[config.mk]
export PLATFORM = sky130hd
export DESIGN_NAME = adc_pair_ctrl
export DESIGN_NICKNAME = d
export VERILOG_FILES = /design/src/adc_pair_pkg.sv /design/src/adc_pair_ctrl.sv
export SDC_FILE = /design/constraint.sdc
export NUM_CORES = 1
export LEC_CHECK = 0
export BUFFER_PORTS_ARGS = -buffer_cell sky130_fd_sc_hd__buf_2
export CORE_MARGIN = 8
export CORE_UTILIZATION = 50
export DETAILED_ROUTE_END_ITERATION = 8
export PLACE_DENSITY = 0.71
export SLEW_MARGIN = 25
export SYNTH_ARGS = -nofsm -noshare
export SYNTH_HDL_FRONTEND = slang
export SYNTH_SLANG_ARGS = --single-unit
[constraint.sdc]
create_clock -name mclk -period 2.6 [get_ports mclk]
set_input_delay 0.39 -clock mclk [delete_from_list [all_inputs] [get_ports mclk]]
set_output_delay 0.39 -clock mclk [all_outputs]
set_load 0.02 [all_outputs]
[src/adc_pair_pkg.sv]
// Package with register map, field layout and timing constants of the pair converter control
package adc_pair_pkg;
    localparam int ADDR_W = 4;
    localparam int DATA_W = 16;
    localparam int PINS = 12;
    localparam int PAIRS = 6;
    localparam logic [3:0] OFF_VECTOR_BASE = 4'h0;
    localparam logic [3:0] OFF_PIN_CONFIG = 4'h1;
    localparam logic [3:0] OFF_STATUS = 4'h2;
    localparam logic [3:0] OFF_CLEAR = 4'h3;
    localparam logic [3:0] OFF_ENABLE = 4'h4;
    localparam logic [3:0] OFF_RESULT = 4'h5;
    localparam logic [3:0] OFF_VECTOR = 4'h6;
    localparam logic [15:0] VECTOR_BASE_RESET = 16'h0000;
    localparam logic [15:0] VECTOR_BASE_MASK = 16'hfffe;
    localparam logic [15:0] PIN_CONFIG_RESET = 16'h0000;
    localparam logic [15:0] PIN_CONFIG_MASK = 16'h0fff;
    localparam int VECTOR_SHIFT = 2;
    localparam int SAMPLE_CYCLES = 2;
    localparam int CONVERT_CYCLES = 24;
    localparam int ADC_CLK_DIV = 2;
    localparam int RESULT_W = 10;
endpackage

[src/adc_pair_ctrl.sv]
// Pair converter control: per-pair sample timing, pending queue, shared converter, registers
`timescale 1ns/1ps
`default_nettype none
module adc_pair_ctrl
    import adc_pair_pkg::*;
#(
    parameter int CLK_DIV = ADC_CLK_DIV
) (
    input wire logic mclk,
    input wire logic rst_b,
    input wire logic [adc_pair_pkg::ADDR_W-1:0] addr,
    input wire logic [adc_pair_pkg::DATA_W-1:0] wdata,
    input wire logic wr,
    input wire logic rd,
    output logic [adc_pair_pkg::DATA_W-1:0] rdata,
    input wire logic [adc_pair_pkg::PAIRS-1:0] pwm_trigger,
    input wire logic [adc_pair_pkg::PAIRS-1:0] timer_trigger_source,
    input wire logic [adc_pair_pkg::PINS-1:0] pin_level,
    output logic [adc_pair_pkg::PINS-1:0] port_read_enable,
    output logic [adc_pair_pkg::PINS-1:0] mux_to_ground,
    output logic [adc_pair_pkg::PAIRS-1:0] sampling,
    output logic converting,
    output logic [3:0] convert_pair,
    output logic [adc_pair_pkg::PAIRS-1:0] pair_done,
    output logic pair_done_interrupt
);
    import adc_pair_pkg::*;

    typedef enum logic [1:0] {SH_IDLE, SH_SAMPLE, SH_PENDING} sh_state_e;
    typedef enum logic [0:0] {CV_IDLE, CV_BUSY} cv_state_e;

    function automatic logic [2:0] first_set(input logic [PAIRS-1:0] v);
        logic [2:0] idx;
        idx = 3'h0;
        for (int i = PAIRS - 1; i >= 0; i--) begin
            if (v[i]) begin
                idx = 3'(i);
            end
        end
        return idx;
    endfunction

    // Write strobe aimed at one register offset
    function automatic logic wr_hit(input logic strobe, input logic [3:0] a, input logic [3:0] off);
        return strobe && (a == off);
    endfunction

    logic [15:0] vector_base;
    logic [15:0] pin_analog_digital_config;
    logic [PAIRS-1:0] done_status;
    logic [PAIRS-1:0] done_enable;
    logic [15:0] vector_out;
    logic [RESULT_W-1:0] result_lo;
    logic [RESULT_W-1:0] result_hi;
    logic [2:0] last_pair;
    logic [7:0] div_cnt;
    logic adc_tick;
    logic [PAIRS-1:0] pwm_s1;
    logic [PAIRS-1:0] pwm_s2;
    logic [PAIRS-1:0] tmr_s1;
    logic [PAIRS-1:0] tmr_s2;
    logic [PAIRS-1:0] trig_now;
    logic [PAIRS-1:0] trig_s3;
    logic [PINS-1:0] pin_s1;
    logic [PINS-1:0] pin_s2;
    sh_state_e sh_state [PAIRS];
    logic [1:0] sh_cnt [PAIRS];
    logic [PAIRS-1:0] pending;
    logic [PAIRS-1:0] held_lo;
    logic [PAIRS-1:0] held_hi;
    cv_state_e cv_state;
    logic [4:0] cv_cnt;
    logic [2:0] cv_pair;
    logic [PAIRS-1:0] grant;
    logic [PAIRS-1:0] trig_rise;
    logic cv_finish;

    // Converter clock enable
    always_ff @(posedge mclk or negedge rst_b) begin
        if (!rst_b) begin
            div_cnt <= 8'h00;
            adc_tick <= 1'b0;
        end else if (div_cnt == 8'(CLK_DIV - 1)) begin
            div_cnt <= 8'h00;
            adc_tick <= 1'b1;
        end else begin
            div_cnt <= div_cnt + 8'h01;
            adc_tick <= 1'b0;
        end
    end

    // Trigger synchronisers, one flop pair per source before they are merged
    always_ff @(posedge mclk or negedge rst_b) begin
        if (!rst_b) begin
            pwm_s1 <= '0;
            pwm_s2 <= '0;
        end else begin
            pwm_s1 <= pwm_trigger;
            pwm_s2 <= pwm_s1;
        end
    end

    always_ff @(posedge mclk or negedge rst_b) begin
        if (!rst_b) begin
            tmr_s1 <= '0;
            tmr_s2 <= '0;
        end else begin
            tmr_s1 <= timer_trigger_source;
            tmr_s2 <= tmr_s1;
        end
    end

    // Pin level synchroniser
    always_ff @(posedge mclk or negedge rst_b) begin
        if (!rst_b) begin
            pin_s1 <= '0;
            pin_s2 <= '0;
        end else begin
            pin_s1 <= pin_level;
            pin_s2 <= pin_s1;
        end
    end

    // Edge detector; resets to the idle level so no false edge follows reset
    always_ff @(posedge mclk or negedge rst_b) begin
        if (!rst_b) begin
            trig_s3 <= '0;
        end else begin
            trig_s3 <= trig_now;
        end
    end

    assign trig_now = pwm_s2 | tmr_s2;
    assign trig_rise = trig_now & ~trig_s3;
    assign cv_finish = (cv_state == CV_BUSY) && adc_tick && (cv_cnt == 5'(CONVERT_CYCLES - 1));
    assign grant = (cv_state == CV_IDLE) && (pending != '0) ? (PAIRS'(1) << first_set(pending)) : '0;

    // Per-pair sample and hold timing
    generate
        for (genvar p = 0; p < PAIRS; p++) begin : g_sh
            always_ff @(posedge mclk or negedge rst_b) begin
                if (!rst_b) begin
                    sh_state[p] <= SH_IDLE;
                    sh_cnt[p] <= 2'h0;
                    pending[p] <= 1'b0;
                    held_lo[p] <= 1'b0;
                    held_hi[p] <= 1'b0;
                end else begin
                    unique case (sh_state[p])
                        SH_IDLE: begin
                            if (trig_rise[p]) begin
                                sh_state[p] <= SH_SAMPLE;
                                sh_cnt[p] <= 2'h0;
                            end
                        end
                        SH_SAMPLE: begin
                            if (adc_tick) begin
                                if (sh_cnt[p] == 2'(SAMPLE_CYCLES - 1)) begin
                                    // Analog pins give their level, digital pins give ground
                                    held_lo[p] <= pin_s2[2*p] & ~pin_analog_digital_config[2*p];
                                    held_hi[p] <= pin_s2[2*p+1] & ~pin_analog_digital_config[2*p+1];
                                    pending[p] <= 1'b1;
                                    sh_state[p] <= SH_PENDING;
                                end else begin
                                    sh_cnt[p] <= sh_cnt[p] + 2'h1;
                                end
                            end
                        end
                        SH_PENDING: begin
                            if (grant[p]) begin
                                pending[p] <= 1'b0;
                                sh_state[p] <= SH_IDLE;
                            end
                        end
                        default: sh_state[p] <= SH_IDLE;
                    endcase
                end
            end
        end
    endgenerate

    // Shared converter, one pair at a time
    always_ff @(posedge mclk or negedge rst_b) begin
        if (!rst_b) begin
            cv_state <= CV_IDLE;
            cv_cnt <= 5'h00;
            cv_pair <= 3'h0;
        end else begin
            unique case (cv_state)
                CV_IDLE: begin
                    if (pending != '0) begin
                        cv_pair <= first_set(pending);
                        cv_cnt <= 5'h00;
                        cv_state <= CV_BUSY;
                    end
                end
                CV_BUSY: begin
                    if (cv_finish) begin
                        cv_state <= CV_IDLE;
                    end else if (adc_tick) begin
                        cv_cnt <= cv_cnt + 5'h01;
                    end
                end
            endcase
        end
    end

    // Results of both channels of the pair land together
    always_ff @(posedge mclk or negedge rst_b) begin
        if (!rst_b) begin
            result_lo <= '0;
            result_hi <= '0;
            last_pair <= 3'h0;
        end else if (cv_finish) begin
            result_lo <= {RESULT_W{held_lo[cv_pair]}};
            result_hi <= {RESULT_W{held_hi[cv_pair]}};
            last_pair <= cv_pair;
        end
    end

    // One-cycle done pulse for the finished pair
    always_ff @(posedge mclk or negedge rst_b) begin
        if (!rst_b) begin
            pair_done <= '0;
        end else begin
            pair_done <= '0;
            if (cv_finish) begin
                pair_done[cv_pair] <= 1'b1;
            end
        end
    end

    // Writable registers, one block each
    always_ff @(posedge mclk or negedge rst_b) begin
        if (!rst_b) begin
            vector_base <= VECTOR_BASE_RESET;
        end else if (wr_hit(wr, addr, OFF_VECTOR_BASE)) begin
            vector_base <= wdata & VECTOR_BASE_MASK;
        end
    end

    always_ff @(posedge mclk or negedge rst_b) begin
        if (!rst_b) begin
            pin_analog_digital_config <= PIN_CONFIG_RESET;
        end else if (wr_hit(wr, addr, OFF_PIN_CONFIG)) begin
            pin_analog_digital_config <= wdata & PIN_CONFIG_MASK;
        end
    end

    always_ff @(posedge mclk or negedge rst_b) begin
        if (!rst_b) begin
            done_enable <= '0;
        end else if (wr_hit(wr, addr, OFF_ENABLE)) begin
            done_enable <= wdata[PAIRS-1:0];
        end
    end

    // Sticky done flags: a new event wins over a clear in the same cycle
    always_ff @(posedge mclk or negedge rst_b) begin
        if (!rst_b) begin
            done_status <= '0;
        end else begin
            done_status <= (done_status & ~(wr_hit(wr, addr, OFF_CLEAR) ? wdata[PAIRS-1:0] : '0))
                | (cv_finish ? (PAIRS'(1) << cv_pair) : '0);
        end
    end

    assign vector_out = vector_base + (16'(last_pair) << VECTOR_SHIFT);

    // Pin mode outputs
    always_ff @(posedge mclk or negedge rst_b) begin
        if (!rst_b) begin
            port_read_enable <= '0;
            mux_to_ground <= '0;
        end else begin
            port_read_enable <= pin_analog_digital_config[PINS-1:0];
            mux_to_ground <= pin_analog_digital_config[PINS-1:0];
        end
    end

    // Sample phase flags, one per pair
    always_ff @(posedge mclk or negedge rst_b) begin
        if (!rst_b) begin
            sampling <= '0;
        end else begin
            for (int i = 0; i < PAIRS; i++) begin
                sampling[i] <= (sh_state[i] == SH_SAMPLE);
            end
        end
    end

    // Converter status
    always_ff @(posedge mclk or negedge rst_b) begin
        if (!rst_b) begin
            converting <= 1'b0;
            convert_pair <= 4'h0;
        end else begin
            converting <= (cv_state == CV_BUSY);
            convert_pair <= {1'b0, cv_pair};
        end
    end

    // Level interrupt
    always_ff @(posedge mclk or negedge rst_b) begin
        if (!rst_b) begin
            pair_done_interrupt <= 1'b0;
        end else begin
            pair_done_interrupt <= |(done_status & done_enable);
        end
    end

    // Read port, data one cycle after the strobe
    always_ff @(posedge mclk or negedge rst_b) begin
        if (!rst_b) begin
            rdata <= '0;
        end else if (rd) begin
            unique case (addr)
                OFF_VECTOR_BASE: rdata <= vector_base;
                OFF_PIN_CONFIG: rdata <= pin_analog_digital_config;
                OFF_STATUS: rdata <= 16'(done_status);
                OFF_ENABLE: rdata <= 16'(done_enable);
                OFF_RESULT: rdata <= {3'h0, cv_state == CV_BUSY, 2'h0, result_hi[0], result_lo[0], 2'h0, pending};
                OFF_VECTOR: rdata <= {vector_out[15:2], 2'h0};
                default: rdata <= 16'h0000;
            endcase
        end else begin
            rdata <= 16'h0000;
        end
    end
endmodule
`default_nettype wire

==> results_tabular.tex, run 1 <==
\begin{tabular}{lr}
\hline
Metric & Value \\
\hline
\multicolumn{2}{l}{\textbf{Detailed routing}} \\
Routed metal-1 wire length & 7590 microns \\
Routed wl met3 & 1160 microns \\
Routed met2 length & 9490 microns \\
Final routed wire length divided by cell count & 17.9 microns \\
Post-detailed-route count of antenna-violating nets & 0 \\
DRC & 0 \\
Count of routing violations after the opening detailed-route iteration & 338 \\
First-pass iteration count of the detailed router & 4 \\
Uppermost layer routed & met4 \\
Routed vias & 5689 \\
Via/cell ratio & 5.50 \\
Total Routed Length & 18500 microns \\
\multicolumn{2}{l}{\textbf{Worst setup path}} \\
Worst path slowest cell & sky130\_fd\_sc\_hd\_\_fa\_1 \\
Highest net fanout along the worst path & 5 \\
Worst stage delay on the critical path & 410 ps \\
Worst Setup Path Type & register to register \\
Cell family contributing the most delay on the critical path & simple AND/OR/NAND/NOR gates \\
Worst path required time & 2990 ps \\
Number of buffers and inverters on the critical path & 1 \\
Critical Path Sink Type & register \\
Sequence of cells on the critical path & ha\_1, inv\_1, fa\_1, nor2b\_1, o21ai\_0, or3\_1, a31oi\_1 \\
Kind of start point of the critical path & register \\
Arrival time reported for the critical path endpoint & 2500 ps \\
\multicolumn{2}{l}{\textbf{Clock network}} \\
Maximum level of the CTS H-tree & 1 \\
Clock latency of the later-clocked register in the worst-skew pair & 490 ps \\
CTS resizes & 0 \\
Master cell of the clock root buffer & sky130\_fd\_sc\_hd\_\_clkbuf\_16 \\
CTS tree & built \\
Number of buffers added by the clock tree synthesis step & 22 \\
Clock input transition at the sequential cells of the worst setup and hold paths & 60 ps \\
Num Clock Sinks & 203 \\
Number of buffers on the longest clock path & 3 \\
\multicolumn{2}{l}{\textbf{Power}} \\
Leakage & 4.60 nW \\
Maximum vdd ir drop & 448 uV \\
Power density of the placed cells & 952 mW/mm\^{}2 \\
\multicolumn{2}{l}{\textbf{STA}} \\
\# setup viols final & 0 \\
Final Skew & 8.78 ps \\
Final-report hold violation count & 0 \\
Max-slew violation total from the final report & 0 \\
Fmax & 0.475 GHz \\
Summed negative setup slack over all endpoints & 0 ps \\
Tightest Pin Transition & 772 ps \\
Fin crit share & 0.810 \\
Min Tclk post-route & 2100 ps \\
Setup repair after global routing missed its margin & false \\
Worst slew margin & 0.481 \\
\multicolumn{2}{l}{\textbf{Synth}} \\
Most frequently used flop master after synthesis & sky130\_fd\_sc\_hd\_\_dfrtp\_1 \\
Total standard cell area after synthesis & 0.00823 sq mm \\
Main combinational cell family by area after synthesis & simple AND/OR/NAND/NOR gates \\
Synth Net Count & 736 \\
Multiplexer area fraction after synthesis & 0.0608 \\
Synthesized-area fraction occupied by ao, oa, aoi and oai cells & 0.106 \\
Leading area contributor after synthesis & sky130\_fd\_sc\_hd\_\_dfrtp\_1 \\
Synthesized-area fraction occupied by and/or/nand/nor cells & 0.149 \\
Top cells by area in the synthesized netlist & sky130\_fd\_sc\_hd\_\_dfrtp\_1 (62\%), sky130\_fd\_sc\_hd\_\_mux2\_2 (3.8\%), sky130\_fd\_sc\_hd\_\_nand2\_1 (2.6\%), sky130\_fd\_sc\_hd\_\_o21ai\_0 (2.1\%), sky130\_fd\_sc\_hd\_\_a22oi\_1 (1.9\%) \\
Cells after Synth & 675 \\
Number of enable flip-flop cells after synthesis & 0 \\
Synth warnings & 0 \\
Synth cell types & 71 \\
Proportion of synthesized flip-flops having asynchronous set or reset & 1.00 \\
Flops \& latches, synth & 203 \\
Synthesized-area fraction occupied by xor and xnor cells & 0.0106 \\
Fraction of the yosys area taken by sequential cells & 0.617 \\
Area share of the largest cell type after synthesis & 0.617 \\
Adder-cell area share of the yosys netlist & 0.0207 \\
Synthesized area per cell & 12.2 sq um \\
\multicolumn{2}{l}{\textbf{Global route}} \\
Initial antenna violation count & 0 \\
Vias in the first global route & 5980 \\
Pin count of the biggest net entering global routing & 93 \\
Overflow left after global routing & 0 \\
Wire length of the first global-routing pass & 30500 microns \\
Total global routing track utilization & 0.184 \\
\multicolumn{2}{l}{\textbf{Job}} \\
Maxcap violations & 0 \\
\multicolumn{2}{l}{\textbf{Final layout}} \\
Most frequent cells in the layout & sky130\_fd\_sc\_hd\_\_dfrtp\_1 (203), sky130\_fd\_sc\_hd\_\_buf\_2 (103), sky130\_fd\_sc\_hd\_\_nand2\_1 (58), sky130\_fd\_sc\_hd\_\_o21ai\_0 (34), sky130\_fd\_sc\_hd\_\_nor2\_1 (33) \\
Post-layout net count & 864 \\
Non-filler cells in the finished layout & 1034 \\
Share of final-layout standard cells stronger than drive strength 1 & 0.238 \\
Final cell area excluding filler cells & 0.00991 sq mm \\
Number of fill cells in the layout & 1310 \\
Area growth syn-to-layout & 20.4\% \\
Final antenna diode count & 0 \\
Most common cell after layout, fill and taps aside & sky130\_fd\_sc\_hd\_\_dfrtp\_1 \\
Final standard cell utilization of the core & 0.606 \\
\multicolumn{2}{l}{\textbf{Floorplanning}} \\
Die height & 144 microns \\
Area inside the core boundary & 0.0163 sq mm \\
Horizontal die dimension & 144 microns \\
I/O pin cnt & 106 \\
Starting density of the core & 0.504 \\
Die area & 0.0208 sq mm \\
Row Count & 47 \\
\multicolumn{2}{l}{\textbf{Placed design}} \\
Total instance count after detailed placement & 974 \\
Routability congestion estimate & 0.878 \\
Count of input and output buffers & 104 \\
HPWL after DPL & 13000 microns \\
Cell area reported after detailed placement & 0.00893 sq mm \\
\multicolumn{2}{l}{\textbf{Worst hold path}} \\
Type of the worst min-delay path & input pin to register \\
\multicolumn{2}{l}{\textbf{Run status}} \\
Result of the run & finished, final reports clean \\
\hline
\end{tabular}
## report_power, final
part           switching (mW)  total [mW]  internal (mW)
Combinational           0.993        1.79          0.795
Sequential              0.697        4.50           3.81
Clock                    1.17        3.15           1.98
Total                    2.86        9.44           6.58
## cells in the mapped netlist, types with 12 or more instances
cell / instances
sky130_fd_sc_hd__ha_1: 12
sky130_fd_sc_hd__buf_4: 17
sky130_fd_sc_hd__dfrtp_1: 203
sky130_fd_sc_hd__a22oi_1: 21
sky130_fd_sc_hd__mux2_2: 28
sky130_fd_sc_hd__a21oi_1: 12
sky130_fd_sc_hd__nand2b_1: 23
sky130_fd_sc_hd__o21ai_0: 34
sky130_fd_sc_hd__nor2_1: 33
sky130_fd_sc_hd__nand2_1: 58
sky130_fd_sc_hd__inv_1: 22
sky130_fd_sc_hd__nand3_1: 25
## cells by family (layout without fill, tap and decap cells)
| family | Yosys count | after routing |
|---|---|---|
| AOI/OAI and AO/OA | 128 | 128 |
| xor gates and xnor gates | 10 | 10 |
| adders and majority gates | 13 | 13 |
| buffers and inverters | 58 | 197 |
| DFF | 203 | 203 |
| muxes | 43 | 43 |
| other | 1 | 1 |
| and+or+nand+nor | 219 | 219 |
## path summary, 6_finish.rpt
path / startpoint / endpoint / slack [ps] / depth (start not counted)
worst min register to register: pin_s1[6]$_DFF_PN0_ / pin_s2[6]$_DFF_PN0_ / 340 / 0
worst min-delay path: wdata[13] / vector_base[13]$_DFFE_PN0P_ / 110 / 2
min in group asynchronous: rst_b / pin_analog_digital_config[1]$_DFFE_PN0P_ / 530 / 2
worst max register to register: vector_base[2]$_DFFE_PN0P_ / rdata[6]$_DFF_PN0_ / 500 / 7
max in group asynchronous: rst_b / rdata[8]$_DFF_PN0_ / 1250 / 3
worst max-delay path: vector_base[2]$_DFFE_PN0P_ / rdata[6]$_DFF_PN0_ / 500 / 7
## layer usage
layer / vias to the layer above / global-route usage
met2: 154 / 0.317
met5: - / 0
met3: 28 / 0.0330
met4: 0 / 0.0531
met1: 2850 / 0.233
li1: 2657 / -
## through the flow
step / total power, mW / setup WS (ps) / hold slack, ps
6_report: 9.44 / 495 / 112
5_1_grt: 9.95 / 369 / 97.0
4_1_cts: 9.53 / 517 / 95.5
3_5_place_dp: 6.31 / 530 / 335
3_3_place_gp: 6.17 / 611 / 332
2_1_floorplan: 5.61 / 762 / 94.4
## layout make-up
type / instances / area [sq um] / share of cell area
well taps: 220 / 275 / 0.0278
inverters: 22 / 82.6 / 0.00833
flip-flops and latches: 203 / 5080 / 0.512
clock inverters: 7 / 113 / 0.0114
multi-input cells: 414 / 2860 / 0.289
repair buffers: 140 / 875 / 0.0882
clock buffers: 28 / 624 / 0.0630
## what timing repair did
action / CTS / global route
endpoints found under the setup margin: 0 / 0
hold buffers: 25 / 0
hold endpoints to repair: 47 / 0
setup buffers: 0 / 0
## registers in the layout, summed over array words and instances, names as in the netlist, 8 cells and up
signal and count:
rdata 16, vector_base 15, mux_to_ground 12, pin_analog_digital_config 12, pin_s1 12, pin_s2 12, sh_cnt 12, sh_state 12
div_cnt 8
## worst reg2reg max path: stages (launching register included)
cell                      delay (ps)
sky130_fd_sc_hd__dfrtp_1         360
sky130_fd_sc_hd__ha_1            200
sky130_fd_sc_hd__inv_1            60
sky130_fd_sc_hd__fa_1            410
sky130_fd_sc_hd__nor2b_1         300
sky130_fd_sc_hd__o21ai_0         140
sky130_fd_sc_hd__or3_1           340
sky130_fd_sc_hd__a31oi_1         200
Note: power is estimated with default switching activity, not from simulation.
==> run 2, diff against run 1 <==
ABC_AREA = 1   (was default)
PLACE_DENSITY = 0.73   (was 0.71)
clock period = 1.7 ns   (was 2.6 ns; I/O delays follow)
==> run 2 against run 1 <==
Compared with the run above:
- hold slack worse by 99 ps
- the flow now finishes with violations (negative setup slack)
- largest cell class unchanged
- largest power group unchanged
- non-clock buffer count is 12 higher
- critical endpoint is now rdata[8]$_DFF_PN0_
- cell count is 21% higher
==> results_tabular.tex, run 2 <==
\begin{tabular}{lr}
\hline
Metric & Value \\
\hline
\multicolumn{2}{l}{\textbf{Synth}} \\
Most common cell in the netlist & sky130\_fd\_sc\_hd\_\_dfrtp\_1 \\
Top cells by area in the synthesized netlist & sky130\_fd\_sc\_hd\_\_dfrtp\_1 (61\%), sky130\_fd\_sc\_hd\_\_nand2\_1 (9.1\%), sky130\_fd\_sc\_hd\_\_inv\_1 (5.1\%), sky130\_fd\_sc\_hd\_\_o21ai\_0 (3.7\%), sky130\_fd\_sc\_hd\_\_nand3\_1 (3.2\%) \\
Most frequently used flop master after synthesis & sky130\_fd\_sc\_hd\_\_dfrtp\_1 \\
Cell types with the highest counts after synthesis & sky130\_fd\_sc\_hd\_\_dfrtp\_1 (203), sky130\_fd\_sc\_hd\_\_nand2\_1 (200), sky130\_fd\_sc\_hd\_\_inv\_1 (113) \\
Synthesized area per cell & 9.55 sq um \\
Synth cell types & 36 \\
Cells after Synth & 866 \\
Proportion of synthesized flip-flops having asynchronous set or reset & 1.00 \\
Flops \& latches, synth & 203 \\
Synth Net Count & 927 \\
Synth warnings & 0 \\
Fraction of the yosys area taken by sequential cells & 0.614 \\
Total standard cell area after synthesis & 0.00827 sq mm \\
Leading area contributor after synthesis & sky130\_fd\_sc\_hd\_\_dfrtp\_1 \\
Number of enable flip-flop cells after synthesis & 0 \\
Area share of the largest cell type after synthesis & 0.614 \\
\multicolumn{2}{l}{\textbf{Worst hold path}} \\
Start point of the worst min-delay path & wdata[10] \\
Type of the worst min-delay path & input pin to register \\
Cells on Worst Hold Path & 3 \\
WHS Endpoint & vector\_base[10]\$\_DFFE\_PN0P\_ \\
\multicolumn{2}{l}{\textbf{Final layout}} \\
Share of final-layout standard cells stronger than drive strength 1 & 0.219 \\
Area growth syn-to-layout & 24.3\% \\
Final antenna diode count & 0 \\
Largest register FFs & 16 \\
Register with the most flip-flops & rdata \\
Most common cell after layout, fill and taps aside & sky130\_fd\_sc\_hd\_\_dfrtp\_1 \\
Most frequent cells in the layout & sky130\_fd\_sc\_hd\_\_dfrtp\_1 (203), sky130\_fd\_sc\_hd\_\_nand2\_1 (196), sky130\_fd\_sc\_hd\_\_inv\_1 (111), sky130\_fd\_sc\_hd\_\_buf\_2 (103), sky130\_fd\_sc\_hd\_\_o21ai\_0 (60) \\
Total area of multi-input combinational cells & 0.00263 sq mm \\
Non-filler cells in the finished layout & 1253 \\
Final standard cell utilization of the core & 0.627 \\
Area taken by flip-flops and latches & 0.00508 sq mm \\
Regs by FF count & rdata x16, vector\_base x15 \\
Post-layout net count & 1081 \\
Number of fill cells in the layout & 1288 \\
\multicolumn{2}{l}{\textbf{STA}} \\
Smallest hold slack & 12.8 ps \\
Final-report hold violation count & 0 \\
Setup repair after global routing missed its margin & true \\
Fin crit share & 1.01 \\
Summed negative setup slack over all endpoints & -47.6 ps \\
Final worst slack & -24.5 ps \\
Min Tclk post-route & 1720 ps \\
Fmax & 0.580 GHz \\
Max-slew violation total from the final report & 0 \\
\# setup viols final & 2 \\
Final Skew & 10.8 ps \\
\multicolumn{2}{l}{\textbf{Detailed routing}} \\
Routed vias & 6129 \\
Count of routing violations after the opening detailed-route iteration & 457 \\
DRC & 0 \\
Final routed wire length divided by cell count & 14.5 microns \\
Via/cell ratio & 4.89 \\
Post-detailed-route count of antenna-violating nets & 0 \\
First-pass iteration count of the detailed router & 7 \\
Total Routed Length & 18200 microns \\
\multicolumn{2}{l}{\textbf{Power}} \\
Maximum vdd ir drop & 1090 uV \\
Power density of the placed cells & 1460 mW/mm\^{}2 \\
Leakage & 5.22 nW \\
\multicolumn{2}{l}{\textbf{Floorplanning}} \\
Starting density of the core & 0.504 \\
Die height & 145 microns \\
Die area & 0.0209 sq mm \\
Horizontal die dimension & 145 microns \\
Area inside the core boundary & 0.0164 sq mm \\
I/O pin cnt & 106 \\
Row Count & 47 \\
\multicolumn{2}{l}{\textbf{Clock network}} \\
Number of buffers added by the clock tree synthesis step & 22 \\
CTS tree & built \\
Clock input transition at the sequential cells of the worst setup and hold paths & 60 ps \\
Number of buffers on the longest clock path & 3 \\
Master cell of the clock root buffer & sky130\_fd\_sc\_hd\_\_clkbuf\_16 \\
Num Clock Sinks & 203 \\
Maximum level of the CTS H-tree & 1 \\
Clock latency of the later-clocked register in the worst-skew pair & 510 ps \\
\multicolumn{2}{l}{\textbf{Worst setup path}} \\
Slack of the worst reg-to-reg path & -20 ps \\
Arrival time reported for the critical path endpoint & 2160 ps \\
Worst path required time & 2140 ps \\
Highest net fanout along the worst path & 5 \\
Sequence of cells on the critical path & ha\_2, inv\_2, fa\_2, inv\_2, nand2\_4, a21oi\_4, nand2\_1, nand2\_2, nand3\_2, a21oi\_2 \\
Worst stage delay on the critical path & 350 ps \\
Capture point of the worst reg-to-reg path & rdata[8]\$\_DFF\_PN0\_ \\
Worst-case reg-to-reg path depth & 10 \\
Origin of the critical flop-to-flop path & last\_pair[0]\$\_DFFE\_PN0P\_ \\
Worst Setup Path Type & register to register \\
Number of buffers and inverters on the critical path & 2 \\
Cell family contributing the most delay on the critical path & adder cells \\
Worst path slowest cell & sky130\_fd\_sc\_hd\_\_dfrtp\_1 \\
Cell with the most instances on the worst path & sky130\_fd\_sc\_hd\_\_inv\_2 \\
Critical Path Sink Type & register \\
Kind of start point of the critical path & register \\
\multicolumn{2}{l}{\textbf{Global route}} \\
Pin count of the biggest net entering global routing & 69 \\
Vias in the first global route & 6029 \\
Overflow left after global routing & 0 \\
Wire length of the first global-routing pass & 29300 microns \\
Total global routing track utilization & 0.176 \\
Initial antenna violation count & 0 \\
\multicolumn{2}{l}{\textbf{Placed design}} \\
Total instance count after detailed placement & 1186 \\
Routability congestion estimate & 0.870 \\
Count of input and output buffers & 104 \\
HPWL after DPL & 12900 microns \\
\multicolumn{2}{l}{\textbf{Job}} \\
Maxcap violations & 0 \\
\multicolumn{2}{l}{\textbf{Run status}} \\
Result of the run & finished with violations \\
Violated checks & negative setup slack \\
\hline
\end{tabular}
==> run 2: metrics by stage <==
stage               instance area, sq um  power (mW)  setup slack (ps)
global route                       10300        15.9              -110
floorplan                           8280        8.63              11.3
CTS                                10200        15.1             -57.6
global placement                    9100        9.59             -48.0
detailed placement                  9100        9.72              -115
finish                             10300        15.0             -24.5
==> run 2: final cells by class <==
class,instances,share of cell area
Multi-Input combinational cell,517,0.256
Sequential cell,203,0.494
Tap cell,220,0.0268
Clock inverter,10,0.0212
Timing Repair Buffer,152,0.0982
Clock buffer,27,0.0583
Inverter,124,0.0458
==> run 2: metal layers <==
layer,global-route usage,wire [microns]
met5,0,0
met4,0.0591,485
met3,0.0366,1280
met2,0.297,8630
met1,0.223,7820
==> run 2: what timing repair did <==
action                                 4_1_cts  5_1_grt
resized for setup                            9       10
hold buffers                                28        0
setup endpoints to repair                    4       11
pin swaps                                    5       10
endpoints found under the hold margin      162        0
gates cloned                                 0        1
buffers inserted                             1        0
==> run 2: kinds of logic (layout without fill, tap and decap cells) <==
logic type / Yosys count / count (layout) / share of synthesized area
other cells: 1 / 1 / 0.000453
xor+xnor: 6 / 6 / 0.00635
fa+ha+maj: 13 / 13 / 0.0206
buf+inv: 147 / 313 / 0.0774
flops: 203 / 203 / 0.614
compound gates: 143 / 143 / 0.0971
simple gates: 353 / 354 / 0.184
==> run 2: worst max-delay path by stage <==
stage	from	to	slack, ps	cells after the start
after floorplan	vector_base[2]$_DFFE_PN0P_	rdata[14]$_DFF_PN0_	10	9
after global placement	vector_base[2]$_DFFE_PN0P_	rdata[14]$_DFF_PN0_	-50	9
after global routing	last_pair[0]$_DFFE_PN0P_	rdata[8]$_DFF_PN0_	-110	10
after detailed placement	vector_base[2]$_DFFE_PN0P_	rdata[14]$_DFF_PN0_	-120	9
after CTS	last_pair[0]$_DFFE_PN0P_	rdata[14]$_DFF_PN0_	-60	9
final	last_pair[0]$_DFFE_PN0P_	rdata[8]$_DFF_PN0_	-20	10
==> run 2: where the power goes <==
part / internal, mW / total [mW] / leakage, nW / switching [mW]
clock network: 3.41 / 5.29 / 0.395 / 1.88
logic: 1.14 / 3.19 / 2.31 / 2.04
registers: 5.82 / 6.54 / 2.51 / 0.719
==> run 2: worst register-to-register path: cells and delay by family (launching register included) <==
kind | cells | cell delay (ps)
AO/OA/AOI/OAI | 2 | 330
flip-flops | 1 | 350
buffers and inverters | 2 | 130
AND/OR/NAND/NOR | 4 | 300
adder cells (fa/ha/maj) | 2 | 540
